<file path="src/core/pcc_map.svh">
`ifndef PCC_MAP_SVH
`define PCC_MAP_SVH
// register indices; byte address is four times the index
`define PCC_IDX_CLOCK_OUT_PIN_CONTROL_STATUS 16'h7010
`define PCC_IDX_PLL_STATUS 16'h7011
`define PCC_IDX_HSPRE 16'h701a
`define PCC_IDX_LSPRE 16'h701b
`define PCC_IDX_GATE0 16'h701c
`define PCC_IDX_GATE1 16'h701d
`define PCC_IDX_LPM 16'h701e
`define PCC_IDX_PLL_CONTROL 16'h7021
`define PCC_IDX_SYSTEM_CONTROL_STATUS 16'h7022
`define PCC_IDX_WDCNT 16'h7023
`define PCC_IDX_WATCHDOG_KEY 16'h7025
`define PCC_IDX_WATCHDOG_CONTROL 16'h7029
`define PCC_IDX_PROT 16'h7030
// field positions
`define PCC_STS_LOCK 0
`define PCC_STS_DIVSEL 1
`define PCC_STS_OFF 3
`define PCC_CLOCK_OUT_PIN_CONTROL_STATUS_EXTSEL 0
`define PCC_CLOCK_OUT_PIN_CONTROL_STATUS_CRYST 1
`define PCC_CLOCK_OUT_PIN_CONTROL_STATUS_EXTST 2
`define PCC_PROT_EN 0
// ratio codes, counts, response codes and the empty slot code
`define PCC_RATIO_BYP 4'h0
`define PCC_RATIO_MAX 4'ha
`define PCC_LOCK_OSC 131072
`define PCC_OSC_DIV 25
`define PCC_RESP_OKAY 2'h0
`define PCC_RESP_SLVERR 2'h2
`define PCC_SLOT_NONE 3'h7
`endif

</file>
<file path="src/core/pcc_pkg.sv">
package pcc_pkg;
	typedef enum logic [1:0] {PCC_OFF, PCC_BYPASS, PCC_LOCKING, PCC_LOCKED}
		pcc_mode_e;
endpackage

</file>
<file path="src/core/pcc_pll_clock_control.sv">
// The AXI4-Lite register port was decided locally.
`include "pcc_map.svh"
module pcc_pll_clock_control
	import pcc_pkg::*;
#(
	parameter int LOCK_OSC = `PCC_LOCK_OSC,
	parameter int OSC_DIV = `PCC_OSC_DIV
)
(
	input wire logic clock,
	input wire logic reset_n,
	input wire logic [17:0] awaddr,
	input wire logic awvalid,
	output logic awready,
	input wire logic [31:0] wdata,
	input wire logic [3:0] wstrb,
	input wire logic wvalid,
	output logic wready,
	output logic [1:0] bresp,
	output logic bvalid,
	input wire logic bready,
	input wire logic [17:0] araddr,
	input wire logic arvalid,
	output logic arready,
	output logic [31:0] rdata,
	output logic [1:0] rresp,
	output logic rvalid,
	input wire logic rready,
	input wire logic crystalInPin,
	input wire logic extClockPin,
	output logic crystalOutPin,
	output logic cpuClockEn,
	output logic systemClockOut,
	output logic pllPowered,
	output logic pllLocked
);

	localparam int LCW = $clog2(LOCK_OSC + 1);
	localparam logic [15:0] WRAP = 16'(2 * OSC_DIV);

	function automatic logic [2:0] plainSlot(input logic [15:0] idx);
		unique case (idx)
			`PCC_IDX_HSPRE: plainSlot = 3'h0;
			`PCC_IDX_LSPRE: plainSlot = 3'h1;
			`PCC_IDX_GATE0: plainSlot = 3'h2;
			`PCC_IDX_GATE1: plainSlot = 3'h3;
			`PCC_IDX_LPM: plainSlot = 3'h4;
			`PCC_IDX_WATCHDOG_CONTROL: plainSlot = 3'h5;
			default: plainSlot = `PCC_SLOT_NONE;
		endcase
	endfunction

	function automatic logic mapped(input logic [15:0] idx);
		mapped = plainSlot(idx) != `PCC_SLOT_NONE || idx == `PCC_IDX_CLOCK_OUT_PIN_CONTROL_STATUS
			|| idx == `PCC_IDX_PLL_STATUS || idx == `PCC_IDX_PLL_CONTROL
			|| idx == `PCC_IDX_SYSTEM_CONTROL_STATUS || idx == `PCC_IDX_WDCNT
			|| idx == `PCC_IDX_WATCHDOG_KEY || idx == `PCC_IDX_PROT;
	endfunction

	function automatic logic [15:0] merge(input logic [15:0] old,
		input logic [31:0] d, input logic [3:0] s);
		merge = {s[1] ? d[15:8] : old[15:8], s[0] ? d[7:0] : old[7:0]};
	endfunction

	////////////////////////////////////////////////////////////////////////
	// bus slave

	logic [15:0] awIdxQ;
	logic [31:0] wDataQ;
	logic [3:0] wStrbQ;
	logic wrFire;
	logic wrAllowed;
	logic [15:0] wrVal;
	logic protQ;

	assign wrFire = !awready && !wready && !bvalid;
	assign wrAllowed = protQ || awIdxQ == `PCC_IDX_PROT;

	always_ff @(posedge clock or negedge reset_n)
		if (!reset_n)
		begin
			awready <= 1'b1;
			wready <= 1'b1;
			bvalid <= 1'b0;
			bresp <= `PCC_RESP_OKAY;
			awIdxQ <= 16'h0000;
			wDataQ <= 32'h0000_0000;
			wStrbQ <= 4'h0;
		end
		else
		begin
			if (awvalid && awready)
			begin
				awready <= 1'b0;
				awIdxQ <= awaddr[17:2];
			end
			if (wvalid && wready)
			begin
				wready <= 1'b0;
				wDataQ <= wdata;
				wStrbQ <= wstrb;
			end
			if (wrFire)
			begin
				bvalid <= 1'b1;
				bresp <= mapped(awIdxQ) ? `PCC_RESP_OKAY : `PCC_RESP_SLVERR;
			end
			if (bvalid && bready)
			begin
				bvalid <= 1'b0;
				awready <= 1'b1;
				wready <= 1'b1;
			end
		end

	logic [15:0] regWord;
	logic [15:0] plainQ [0:5];
	logic [3:0] ratioQ;
	logic divSelQ;
	logic offQ;
	logic extSelQ;
	logic pinQ;
	pcc_mode_e modeQ;

	always_comb
	begin
		unique case (araddr[17:2])
			`PCC_IDX_CLOCK_OUT_PIN_CONTROL_STATUS: regWord = 16'(
				{extClockPin, crystalInPin, extSelQ} << `PCC_CLOCK_OUT_PIN_CONTROL_STATUS_EXTSEL);
			`PCC_IDX_PLL_STATUS: regWord = 16'((16'(offQ) << `PCC_STS_OFF)
				| (16'(divSelQ) << `PCC_STS_DIVSEL)
				| (16'(modeQ == PCC_LOCKED) << `PCC_STS_LOCK));
			`PCC_IDX_PLL_CONTROL: regWord = {12'h000, ratioQ};
			`PCC_IDX_PROT: regWord = 16'(protQ) << `PCC_PROT_EN;
			default: regWord = plainSlot(araddr[17:2]) == `PCC_SLOT_NONE
				? 16'h0000 : plainQ[plainSlot(araddr[17:2])];
		endcase
	end

	always_ff @(posedge clock or negedge reset_n)
		if (!reset_n)
		begin
			arready <= 1'b1;
			rvalid <= 1'b0;
			rdata <= 32'h0000_0000;
			rresp <= `PCC_RESP_OKAY;
		end
		else if (arvalid && arready)
		begin
			arready <= 1'b0;
			rvalid <= 1'b1;
			rdata <= {16'h0000, regWord};
			rresp <= mapped(araddr[17:2]) ? `PCC_RESP_OKAY : `PCC_RESP_SLVERR;
		end
		else if (rvalid && rready)
		begin
			rvalid <= 1'b0;
			arready <= 1'b1;
		end

	////////////////////////////////////////////////////////////////////////
	// registers

	logic ctlWrite;
	logic stsWrite;
	assign wrVal = merge(16'h0000, wDataQ, wStrbQ);
	assign ctlWrite = wrFire && wrAllowed && awIdxQ == `PCC_IDX_PLL_CONTROL;
	assign stsWrite = wrFire && wrAllowed && awIdxQ == `PCC_IDX_PLL_STATUS;

	always_ff @(posedge clock or negedge reset_n)
		if (!reset_n)
			protQ <= 1'b0;
		else if (wrFire && awIdxQ == `PCC_IDX_PROT)
			protQ <= wrVal[`PCC_PROT_EN];

	always_ff @(posedge clock or negedge reset_n)
		if (!reset_n)
			ratioQ <= `PCC_RATIO_BYP;
		else if (ctlWrite)
			ratioQ <= wStrbQ[0] ? wDataQ[3:0] : ratioQ;

	always_ff @(posedge clock or negedge reset_n)
		if (!reset_n)
		begin
			divSelQ <= 1'b0;
			offQ <= 1'b0;
		end
		else if (stsWrite)
		begin
			divSelQ <= wrVal[`PCC_STS_DIVSEL];
			offQ <= wrVal[`PCC_STS_OFF];
		end

	always_ff @(posedge clock or negedge reset_n)
		if (!reset_n)
			extSelQ <= 1'b0;
		else if (wrFire && wrAllowed && awIdxQ == `PCC_IDX_CLOCK_OUT_PIN_CONTROL_STATUS)
			extSelQ <= wrVal[`PCC_CLOCK_OUT_PIN_CONTROL_STATUS_EXTSEL];

	genvar gi;
	generate
		for (gi = 0; gi < 6; gi++)
		begin : g_plain
			always_ff @(posedge clock or negedge reset_n)
				if (!reset_n)
					plainQ[gi] <= 16'h0000;
				else if (wrFire && wrAllowed && plainSlot(awIdxQ) == 3'(gi))
					plainQ[gi] <= merge(plainQ[gi], wDataQ, wStrbQ);
		end
	endgenerate

	////////////////////////////////////////////////////////////////////////
	// oscillator and lock sequencing

	logic oscTick;
	logic [LCW-1:0] lockCntQ;
	logic lockDone;
	logic ratioOk;

	assign oscTick = (extSelQ ? extClockPin : crystalInPin) && !pinQ;
	assign ratioOk = ratioQ != `PCC_RATIO_BYP && ratioQ <= `PCC_RATIO_MAX;
	assign lockDone = oscTick && lockCntQ == LCW'(LOCK_OSC - 1);

	always_ff @(posedge clock or negedge reset_n)
		if (!reset_n)
		begin
			pinQ <= 1'b0;
			crystalOutPin <= 1'b0;
		end
		else
		begin
			pinQ <= extSelQ ? extClockPin : crystalInPin;
			crystalOutPin <= !extSelQ && !crystalInPin;
		end

	always_ff @(posedge clock or negedge reset_n)
		if (!reset_n)
			lockCntQ <= '0;
		else if (ctlWrite || modeQ != PCC_LOCKING)
			lockCntQ <= '0;
		else if (oscTick && !lockDone)
			lockCntQ <= lockCntQ + LCW'(1);

	always_ff @(posedge clock or negedge reset_n)
		if (!reset_n)
			modeQ <= PCC_BYPASS;
		else if (stsWrite && wrVal[`PCC_STS_OFF])
			modeQ <= PCC_OFF;
		else if (ctlWrite || (stsWrite && modeQ == PCC_OFF))
			modeQ <= PCC_LOCKING;
		else if (modeQ == PCC_LOCKING && (lockDone || !ratioOk))
			modeQ <= ratioOk ? PCC_LOCKED : PCC_BYPASS;

	////////////////////////////////////////////////////////////////////////
	// cpu clock generation

	logic [15:0] accQ;
	logic [15:0] accSum;
	logic [3:0] incQ;
	logic [3:0] incTarget;

	assign incTarget = (modeQ == PCC_LOCKED && ratioOk) ? ratioQ
		: (divSelQ ? 4'h2 : 4'h1);
	assign accSum = accQ + 16'(incQ);

	always_ff @(posedge clock or negedge reset_n)
		if (!reset_n)
		begin
			accQ <= 16'h0000;
			incQ <= 4'h1;
			cpuClockEn <= 1'b0;
			systemClockOut <= 1'b0;
		end
		else
		begin
			cpuClockEn <= accSum >= WRAP;
			systemClockOut <= accSum >= WRAP;
			if (accSum >= WRAP)
			begin
				accQ <= accSum - WRAP;
				incQ <= incTarget;
			end
			else
				accQ <= accSum;
		end

	always_ff @(posedge clock or negedge reset_n)
		if (!reset_n)
		begin
			pllPowered <= 1'b1;
			pllLocked <= 1'b0;
		end
		else
		begin
			pllPowered <= modeQ != PCC_OFF;
			pllLocked <= modeQ == PCC_LOCKED;
		end

	////////////////////////////////////////////////////////////////////////
	// assertions

	logic pulse;
	assign pulse = accSum >= WRAP;
endmodule

</file>
<file path="config.mk">
export PLATFORM = sky130hd
export DESIGN_NAME = pcc_pll_clock_control
export DESIGN_NICKNAME = d
export VERILOG_FILES = /design/src/core/pcc_pkg.sv /design/src/core/pcc_pll_clock_control.sv
export VERILOG_INCLUDE_DIRS = /design/src /design/src/core
export SDC_FILE = /design/constraint.sdc
export NUM_CORES = 1
export LEC_CHECK = 0
export ABC_AREA = 1
export BUFFER_PORTS_ARGS = -buffer_cell sky130_fd_sc_hd__buf_2
export CORE_ASPECT_RATIO = 0.75
export CORE_MARGIN = 5
export CORE_UTILIZATION = 50
export DETAILED_ROUTE_END_ITERATION = 7
export PLACE_DENSITY = 0.74
export SLEW_MARGIN = 20
export SYNTH_ARGS = -nofsm -noshare
export SYNTH_HDL_FRONTEND = slang
export SYNTH_SLANG_ARGS = --single-unit
</file>
<file path="constraint.sdc">
create_clock -name clock -period 2.52 [get_ports clock]
set_input_delay 0.126 -clock clock [delete_from_list [all_inputs] [get_ports clock]]
set_output_delay 0.126 -clock clock [all_outputs]
set_load 0.1 [all_outputs]
</file>
==> summary.txt, run 1 <==
Flow run
  • Max-cap check violation count: 0

Placement
  • Placed Area: 12,040 µm²
  • Placed insts: ~1,900
  • GP Congestion: 0.9285
  • Buffers on Ports: 86
  • DPL Wire Length: 20.16 mm

Setup path
  • Crit Path Class: reg2reg
  • CP startpoint kind: register
  • Critical path endpoint category: register
  • CP Data Arrival Time: 2.94 ns
  • R2r endpoint: incQ[3]
  • Worst Reg2Reg Path Length in Cells: 15
  • R2R Setup Slk: -0.02 ns
  • Worst Path Required: 2.92 ns
  • CP max FO: 4
  • FF-to-FF Start: incQ[0]

Global routing
  • Total gr overflow: 0
  • Largest net degree at the start of global routing: 75
  • Global Route Usage Sum: about 22%
  • First-pass GRT wire length: roughly 47 mm
  • Initial antenna violation count: 0
  • Number of global-route vias before repair: a little over 9,000

Run status
  • Run status: finished, violations left
  • Failing checks: setup timing

STA
  • RSZ-0062 raised after global routing: true
  • Max-slew headroom: a little under half
  • Setup TNS Final: -0.1308 ns
  • Final-report max-slew violation count: 0
  • Max Clock Freq: 393.7 MHz
  • Worst hold slack: 0.1139 ns
  • Final WS setup: -0.02002 ns
  • Crit share post-route: 100.8%
  • Final setup vio count: 12
  • Measured slew at the worst slew-check pin: 0.8089 ns
  • Hold Vio Cnt, Final: 0
  • Tmin final: 2.540 ns
  • Final Skew: 0.01131 ns

Detailed routing
  • WL final: 28.59 mm
  • Number of vias per cell: 5.115
  • Antenna-violating nets left: 0
  • WL/cell: 14.59 µm
  • Router iterations before antenna repair: 5
  • Vias post-DR: 10,020
  • Number of DRC markers in iteration 0: 913
  • # DRC: 0

Floorplan
  • Core area: between 20,000 and 25,000 µm²
  • Ports: 127
  • FP Rows: between 40 and 50
  • Die X-Extent: 182.3 µm
  • Die height: around 140 µm
  • Die area: 25,390 µm²
  • Initial Util: between 50 and 60%

Logic synthesis
  • Synth area leaders: dfrtp_1, nand2_1, inv_1
  • Synth Area per Inst: 7.464 µm²
  • Yosys reg bits: 206
  • Top FF cell, synth: dfrtp_1
  • Yosys top cell area share: 44.94%
  • Post-Syn Instances: 1,492
  • Synth Warn #: 0
  • Fraction of registers with async set/reset: 100.0%
  • Netlist cell types: 46
  • Area leader, netlist: dfrtp_1
  • Seq/Total Area, Yosys: a little under half
  • Post-synth EDFFs: 0
  • Cell Area, Synth: 11,140 µm²

Clock tree
  • Clock transition at path regs: 0.06 ns
  • H-tree Lvls: 1
  • Clk root buf: clkbuf_16
  • Sink Count: approximately 200
  • CTS Buffer Depth: 3
  • CTS tree: yes
  • CTS buffer count: 22
  • Clk_lat worst skew: 0.51 ns

Cells and area
  • Commonest non-fill, non-tap cell in the layout: nand2_1
  • Commonest cells after routing, fill and taps aside: nand2_1, dfrtp_1, inv_1, nor2_1, o21ai_0
  • Fraction of layout cells with a size suffix above 1: 16.34%
  • Final instance area: 13,370 µm²
  • Synthesis-to-layout area growth: 20.02%
  • Fin cells: 1,959
  • Final nets: between 1,500 and 2,000
  • Diode count: 0
  • FILL cells: 1,997

Hold path
  • End of the worst hold path: rvalid
  • Hold Crit Depth: 4
  • Hold Path Class: in2reg
  • Hold_sp: arvalid

Power
  • Power density cells: 650.1 nW/µm²
  • Maximum VDD drop: 0.0009764 V
  • Final Power: 8690 µW
  • Static leakage: ~0.0068 µW
## Yosys cell counts, types with 8 or more instances
master / number
nand2_1: 453
dfrtp_1: 200
inv_1: 176
nor2_1: 122
o21ai_0: 110
nand3_1: 103
a21oi_1: 52
nand3b_1: 42
o21ai_1: 28
nor3_1: 25
buf_4: 22
buf_2: 19
clkbuf_1: 18
inv_2: 16
nand4_1: 13
nand2_2: 12
xor2_1: 9
nor2_2: 8
## critical path, cell delays in order, from the launching register on
cell	delay, ns
dfstp_2	0.56
ha_4	0.14
inv_2	0.04
fa_2	0.36
nand3b_1	0.21
nand2_4	0.16
nand2_4	0.08
o21ai_2	0.15
nand2_1	0.09
inv_2	0.09
nand2_4	0.06
nor2_4	0.10
nand3_4	0.12
buf_2	0.17
nand3_1	0.06
nand2_1	0.05
## per-layer routing
metal	wire [µm]	track usage, %	share of wire [%]	vias to the layer above
li1	-	-	-	5012
met1	14100	36.09	49	4606
met2	11800	31.70	41	362
met3	2150	2.661	7.5	40
met4	536	4.264	1.9	0
met5	0	0	0	-
## timing repair
item	CTS	global route
hold buffers	43	0
gates resized for setup	14	35
pin swaps	5	12
buffers inserted	1	3
hold endpoints to repair	151	0
setup endpoints to repair	20	25
cloned	0	1
## registers in the layout, indices dropped and copies added, names as in the netlist, 2 cells and up
signal    cells
plainQ       96
lockCntQ     18
accQ         16
awIdxQ       16
rdata        16
wDataQ       16
incQ          4
ratioQ        4
modeQ         2
wStrbQ        2
## per-stage QoR
stage	worst slack, ns	utilization (%)
CTS	-0.007675	60.01
global route	-0.1855	60.77
floorplan	0.002985	-
global placement	-0.1135	54.73
detailed placement	-0.1714	54.73
finish	-0.02002	60.77
## how the worst max path moves through the flow
stage	start	endpoint	slack, ns	cells past startpoint
floorplan	incQ[0]	accQ[8]	0.003	14
global placement	incQ[0]	accQ[1]	-0.11	13
finish	incQ[0]	incQ[3]	-0.02	15
global route	incQ[0]	incQ[1]	-0.19	16
detailed placement	incQ[0]	accQ[4]	-0.17	14
CTS	incQ[0]	accQ[5]	-0.008	15
## power breakdown
group / leakage (µW) / internal (µW) / switching, µW
combinational: 0.00370 / 393 / 1400
clock: 0.000332 / 1740 / 1300
sequential: 0.00275 / 3640 / 219
## cell families after synthesis
group           Yosys count  synth area share, %
flops                   206                46.35
xor+xnor                 15                1.247
fa+ha+maj                 7               0.8538
compound gates          207                9.819
mux                       7               0.7078
other cells               1              0.03367
buf+inv                 254                9.651
simple gates            795                31.33
## layout make-up
type | instances | area, µm² | area share, %
flip-flops and latches | 206 | 5162 | 38.62
well taps | 294 | 367.9 | 2.752
multi-input cells | 1049 | 5154 | 38.56
inverters | 192 | 723.2 | 5.410
clock inverters | 5 | 36.28 | 0.2715
repair buffers | 179 | 1287 | 9.632
clock buffers | 34 | 635.6 | 4.755
(Power assumes the default switching activity.)
==> run 2: changes to the inputs <==
--- a/config.mk
+++ b/config.mk
@@ -11,9 +11,9 @@
 export CORE_ASPECT_RATIO = 0.75
 export CORE_MARGIN = 5
 export CORE_UTILIZATION = 50
+export CTS_BUF_LIST = sky130_fd_sc_hd__clkbuf_4
 export DETAILED_ROUTE_END_ITERATION = 7
 export PLACE_DENSITY = 0.74
-export SLEW_MARGIN = 20
 export SYNTH_ARGS = -nofsm -noshare
 export SYNTH_HDL_FRONTEND = slang
 export SYNTH_SLANG_ARGS = --single-unit
==> run 2 against run 1 <==
The flow still finishes with violations (setup timing). Via count rose by 1.8%. Worst setup slack gained 0.013 ns. Die area stayed put. Power is 1.1% lower. Non-clock buffer count is 5 higher. Combinational power barely moved. Routed wire length rose by 0.95%. Count of clock-buffer cells in the layout increased by 47. Critical path type unchanged. Critical endpoint is now accQ[13].
==> summary.txt, run 2 (synthesis results as in run 1) <==
Run status
  • Run status: finished, violations left
  • Failing checks: setup timing

STA
  • Final Skew: 0.07043 ns
  • Max Clock Freq: 395.7 MHz
  • Tmin final: 2.527 ns
  • Measured slew at the worst slew-check pin: 0.8217 ns
  • Final-report max-slew violation count: 0
  • Worst hold slack: 0.04245 ns
  • Final setup vio count: 1
  • RSZ-0062 raised after global routing: true
  • Final WS setup: -0.006934 ns
  • Hold Vio Cnt, Final: 0
  • Crit share post-route: 100.3%
  • Max-slew headroom: 45.09%

Setup path
  • Critical-path cell list: ha_4 > inv_2 > fa_2 > nand3b_1 > nand2_4 > nand3_2 > xor2_2 > buf_4 > nand2_1 > nor2_2 > and2_1 > nand3_1 > a21oi_2
  • FF-to-FF Start: incQ[0]
  • R2r endpoint: accQ[13]
  • CP startpoint kind: register
  • Critical path endpoint category: register
  • CP max FO: 4
  • R2R Setup Slk: -0.007 ns
  • Worst Reg2Reg Path Length in Cells: 13
  • Crit Path Class: reg2reg
  • Largest stage delay, worst path: approximately 0.55 ns
  • Slowest cell on crit path: dfstp_2
  • CP Data Arrival Time: 3.10 ns
  • Worst Path Required: 3.09 ns

Cells and area
  • Biggest register: plainQ
  • Fraction of layout cells with a size suffix above 1: around a fifth
  • Commonest cells after routing, fill and taps aside: nand2_1, dfrtp_1, inv_1, nor2_1, o21ai_0
  • Synthesis-to-layout area growth: 20.60%
  • Fin cells: roughly 2,000
  • Commonest non-fill, non-tap cell in the layout: nand2_1
  • Max reg flops: 96
  • Final nets: 1,773
  • FILL cells: 2,032
  • Top flop regs: plainQ (96), lockCntQ (18)

Global routing
  • First-pass GRT wire length: roughly 48 mm
  • Largest net degree at the start of global routing: 75
  • Total gr overflow: 0
  • Number of global-route vias before repair: 9,597
  • Initial antenna violation count: 1
  • Global Route Usage Sum: 22.71%

Detailed routing
  • WL final: 28.86 mm
  • Number of vias per cell: 5.063
  • Router iterations before antenna repair: 5
  • WL/cell: roughly 14 µm
  • # DRC: 0
  • Number of DRC markers in iteration 0: 963
  • Antenna-violating nets left: 0
  • Vias post-DR: 10,197

Floorplan
  • Die area: 25,390 µm²
  • FP Rows: 47
  • Core area: 21,990 µm²
  • Die height: 139.3 µm
  • Initial Util: around half
  • Die X-Extent: 182.3 µm
  • Ports: approximately 130

Power
  • Power density cells: 639.9 nW/µm²
  • Final Power: around 8600 µW
  • Maximum VDD drop: 0.001103 V
  • Static leakage: just under 0.007 µW

Hold path
  • End of the worst hold path: rresp[1]
  • Hold Path Class: in2reg
  • Hold Crit Depth: 5
  • Hold_sp: araddr[5]

Placement
  • Worst slack, placed: -0.1714 ns
  • Placed insts: 1,872
  • Buffers on Ports: 86
  • DPL Wire Length: 20.16 mm
  • GP Congestion: 0.9285

Clock tree
  • CTS tree: yes
  • Sink Count: just over 200
  • CTS Buffer Depth: 3
  • CTS buffer count: 52
  • Clk_lat worst skew: 0.70 ns
  • Clk root buf: clkbuf_4
  • Clock transition at path regs: 0.07 ns
  • H-tree Lvls: 2

Flow run
  • Max-cap check violation count: 0
==> run 2: cell types whose count changed in the layout (fill, tap and decap cells not counted), sizes merged <==
cell	change
buf	+2
bufinv	+1
clkbuf	+47
clkinv	-1
diode	+1
dlygate4sd3	+3
inv	+2
==> run 2: repair_timing <==
item	4_1_cts	5_1_grt
setup buffers	1	4
hold buffers	47	0
setup endpoints to repair	20	29
endpoints found under the hold margin	262	0
gates cloned	0	1
gates resized for setup	17	33
pin swaps	7	10
==> run 2: stage by stage <==
step / area (µm²) / util (%) / setup TNS (ns)
3_3_place_gp: 12040 / 54.73 / -1.516
2_1_floorplan: 11210 / - / 0
3_5_place_dp: 12040 / 54.73 / -2.487
5_1_grt: 13430 / 61.07 / -1.728
4_1_cts: 13260 / 60.28 / -0.007514
6_report: 13430 / 61.07 / -0.006934
==> run 2: worst max path at each step <==
stage          endpoint    start
6_report       accQ[13]  incQ[0]
5_1_grt         accQ[2]  incQ[0]
4_1_cts        accQ[15]  incQ[0]
3_5_place_dp    accQ[4]  incQ[0]
3_3_place_gp    accQ[1]  incQ[0]
2_1_floorplan   accQ[8]  incQ[0]
==> run 2: layer usage <==
layer	up-vias	GRT usage, %	wire length [µm]
li1	5113	-	-
met1	4665	35.24	14180
met2	366	32.27	11930
met3	53	4.409	2149
met4	0	6.593	607
met5	-	0	0
==> run 2: final cells by class <==
type,instances,area (µm²),area share (%)
multi-input cells,1049,5146,38.31
flip-flops and latches,206,5162,38.44
clock inverters,7,65.06,0.4844
diodes,1,2.502,0.01863
inverters,192,723.2,5.384
well taps,294,367.9,2.739
clock buffers,81,608.1,4.527
repair buffers,184,1356,10.10
==> run 2: where the power goes <==
group          internal [µW]  switching [µW]  leakage (µW)  total, µW
Clock                   1560            1370      0.000404       2930
Combinational            406            1400       0.00373       1810
Sequential              3630             221       0.00275       3850
==> run 2: critical path, delay by kind of cell (launching register included) <==
family | cells | cell delay [ns]
fa+ha+maj | 2 | 0.48
xor+xnor | 1 | 0.20
flops | 1 | 0.55
buf+inv | 2 | 0.17
simple gates | 7 | 0.91
compound gates | 1 | 0.14
==> run 3: changes to the inputs <==
--- a/config.mk
+++ b/config.mk
@@ -10,10 +10,10 @@
 export BUFFER_PORTS_ARGS = -buffer_cell sky130_fd_sc_hd__buf_2
 export CORE_ASPECT_RATIO = 0.75
 export CORE_MARGIN = 5
-export CORE_UTILIZATION = 50
+export CORE_UTILIZATION = 44
 export CTS_BUF_LIST = sky130_fd_sc_hd__clkbuf_4
 export DETAILED_ROUTE_END_ITERATION = 7
-export PLACE_DENSITY = 0.74
+export PLACE_DENSITY = 0.66
 export SYNTH_ARGS = -nofsm -noshare
 export SYNTH_HDL_FRONTEND = slang
 export SYNTH_SLANG_ARGS = --single-unit
==> run 3 against run 2 <==
The run still ends with setup timing left. Clock skew down 0.029 ns. Die area is 13% higher. Count of clock-buffer cells in the layout is 12 lower. Non-clock buffer count unchanged. Worst setup slack worse by 0.052 ns. Routed wire length up 0.41%. Critical path depth up 1. Power fell by 3.9%. Critical path type unchanged.
==> summary.txt, run 3 (synthesis results as in run 1) <==
Clock tree
  • Sink Count: around 210
  • H-tree Lvls: 2
  • CTS Buffer Depth: 3
  • CTS buffer count: 53
  • Clock transition at path regs: 0.06 ns
  • CTS tree: yes
  • Clk_lat worst skew: 0.69 ns
  • Clk root buf: clkbuf_4

Floorplan
  • FP Rows: 50
  • Die X-Extent: between 150 and 200 µm
  • Ports: about 130
  • Die area: 28,630 µm²
  • Initial Util: 44.62%
  • Die height: approximately 150 µm
  • Core area: 24,960 µm²

Detailed routing
  • Number of vias per cell: just under 5
  • Router iterations before antenna repair: 5
  • # DRC: 0
  • Vias post-DR: 10,112
  • WL/cell: between 10 and 15 µm
  • Antenna-violating nets left: 0
  • WL final: 28.98 mm
  • Number of DRC markers in iteration 0: 739

STA
  • Final WS setup: -0.05939 ns
  • Final Skew: 0.04100 ns
  • Final setup vio count: 14
  • Setup TNS Final: -0.4347 ns
  • Max Clock Freq: 387.7 MHz
  • Crit share post-route: 102.4%
  • Hold Vio Cnt, Final: 0
  • Final-report max-slew violation count: 0
  • Measured slew at the worst slew-check pin: 0.8376 ns
  • Max-slew headroom: 44.03%
  • RSZ-0062 raised after global routing: true
  • Tmin final: 2.579 ns

Power
  • Final Power: approximately 8300 µW
  • Static leakage: 0.006791 µW
  • Power density cells: 618.8 nW/µm²
  • Maximum VDD drop: 0.0007663 V

Setup path
  • Critical path endpoint category: register
  • Most frequent CP cell: nand2_1
  • Critical-path cell list: ha_4 > inv_2 > fa_2 > nand3b_1 > nand2_2 > xor2_1 > inv_2 > nor2_4 > a21oi_4 > nand3_4 > clkbuf_16 > nand2_1 > nand2_1 > nand2_1
  • Largest stage delay, worst path: 0.55 ns
  • Buffers plus inverters on the worst setup path: 3
  • Worst Path Required: 3.06 ns
  • CP startpoint kind: register
  • Crit Path Class: reg2reg
  • Family with the most delay on the worst path: simple AND/OR/NAND/NOR gates
  • Slowest cell on crit path: dfstp_2
  • CP Data Arrival Time: 3.12 ns
  • CP max FO: 7

Placement
  • DPL Wire Length: 20.57 mm
  • Placed Area: 12,090 µm²
  • GP Congestion: about 0.9
  • Buffers on Ports: 86
  • Placed insts: 1,917

Cells and area
  • Max reg flops: 96
  • Top flop regs: plainQ (96), lockCntQ (18)
  • Fraction of layout cells with a size suffix above 1: 18.00%
  • Final instance area: roughly 13,000 µm²
  • Commonest cells after routing, fill and taps aside: nand2_1, dfrtp_1, inv_1, nor2_1, o21ai_0
  • Fin cells: slightly above 2,000
  • Biggest register: plainQ
  • Commonest non-fill, non-tap cell in the layout: nand2_1
  • Synthesis-to-layout area growth: 19.83%
  • Final Util: 53.46%
  • Final nets: ~1,800

Flow run
  • Max-cap check violation count: 0

Hold path
  • Hold Path Class: in2reg

Global routing
  • Largest net degree at the start of global routing: 58
  • First-pass GRT wire length: ~48 mm
  • Global Route Usage Sum: between 20 and 25%
  • Number of global-route vias before repair: 9,515
  • Total gr overflow: 0
  • Initial antenna violation count: 1

Run status
  • Failing checks: setup timing
  • Run status: finished, violations left
## run 3: cell count changes in the layout (fill, tap and decap cells not counted), sizes merged
cell,change
clkbuf,-11
clkinv,+10
buf,-1
bufinv,-1
clkinvlp,+1
## run 3: layer usage
layer  global-route usage [%]  part of all wire (%)  up-vias
li1                         -                     -     5120
met1                    30.72                    50     4643
met2                    28.93                    41      298
met3                    3.600                   6.6       51
met4                    5.980                   1.9        0
met5                        0                     0        -
## run 3: what timing repair did
action,CTS,global route
buffers inserted,1,3
gates resized for setup,9,26
cloned,0,1
hold buffers,47,0
hold endpoints to repair,261,0
setup endpoints to repair,20,20
pin swaps,2,12
## run 3: worst paths after layout
kind,from,endpoint,slack [ns],cells after the start
max in group asynchronous,reset_n,arready,1.51,4
setup reg to reg,incQ[0],accQ[3],-0.06,14
hold reg to reg,rdata[6],rdata[6],0.48,2
min in group asynchronous,reset_n,rresp[1],0.43,3
setup / recovery,incQ[0],accQ[3],-0.06,14
hold / removal,araddr[5],rresp[1],0.06,5
## run 3: worst register-to-register path, cell delays in order (launching register included)
cell       delay (ns)
dfstp_2          0.55
ha_4             0.14
inv_2            0.04
fa_2             0.36
nand3b_1         0.18
nand2_2          0.16
xor2_1           0.25
inv_2            0.08
nor2_4           0.17
a21oi_4          0.10
nand3_4          0.14
clkbuf_16        0.17
nand2_1          0.05
nand2_1          0.05
nand2_1          0.05
## run 3: final cells by class
type                            instances  area (µm²)
Fill cell                            2440       11620
Timing Repair Buffer                  184        1369
Inverter                              192       723.2
Antenna cell                            1       2.502
Sequential cell                       206        5162
Tap cell                              338       422.9
Clock buffer                           69       518.0
Multi-Input combinational cell       1049        5071
Clock inverter                         17       76.32
## run 3: per-stage QoR
step | worst slack [ns] | hold WS [ns]
4_1_cts | -0.03477 | 0.008333
3_5_place_dp | -0.1890 | 0.1275
5_1_grt | -0.1906 | 0.04585
3_3_place_gp | -0.1460 | 0.1277
2_1_floorplan | 0.002985 | -0.1696
6_report | -0.05939 | 0.05952
## run 3: where the power goes
group / internal [µW] / switching, µW
Combinational: 408 / 1370
Clock: 1270 / 1350
Sequential: 3640 / 215
Total: 5310 / 2940
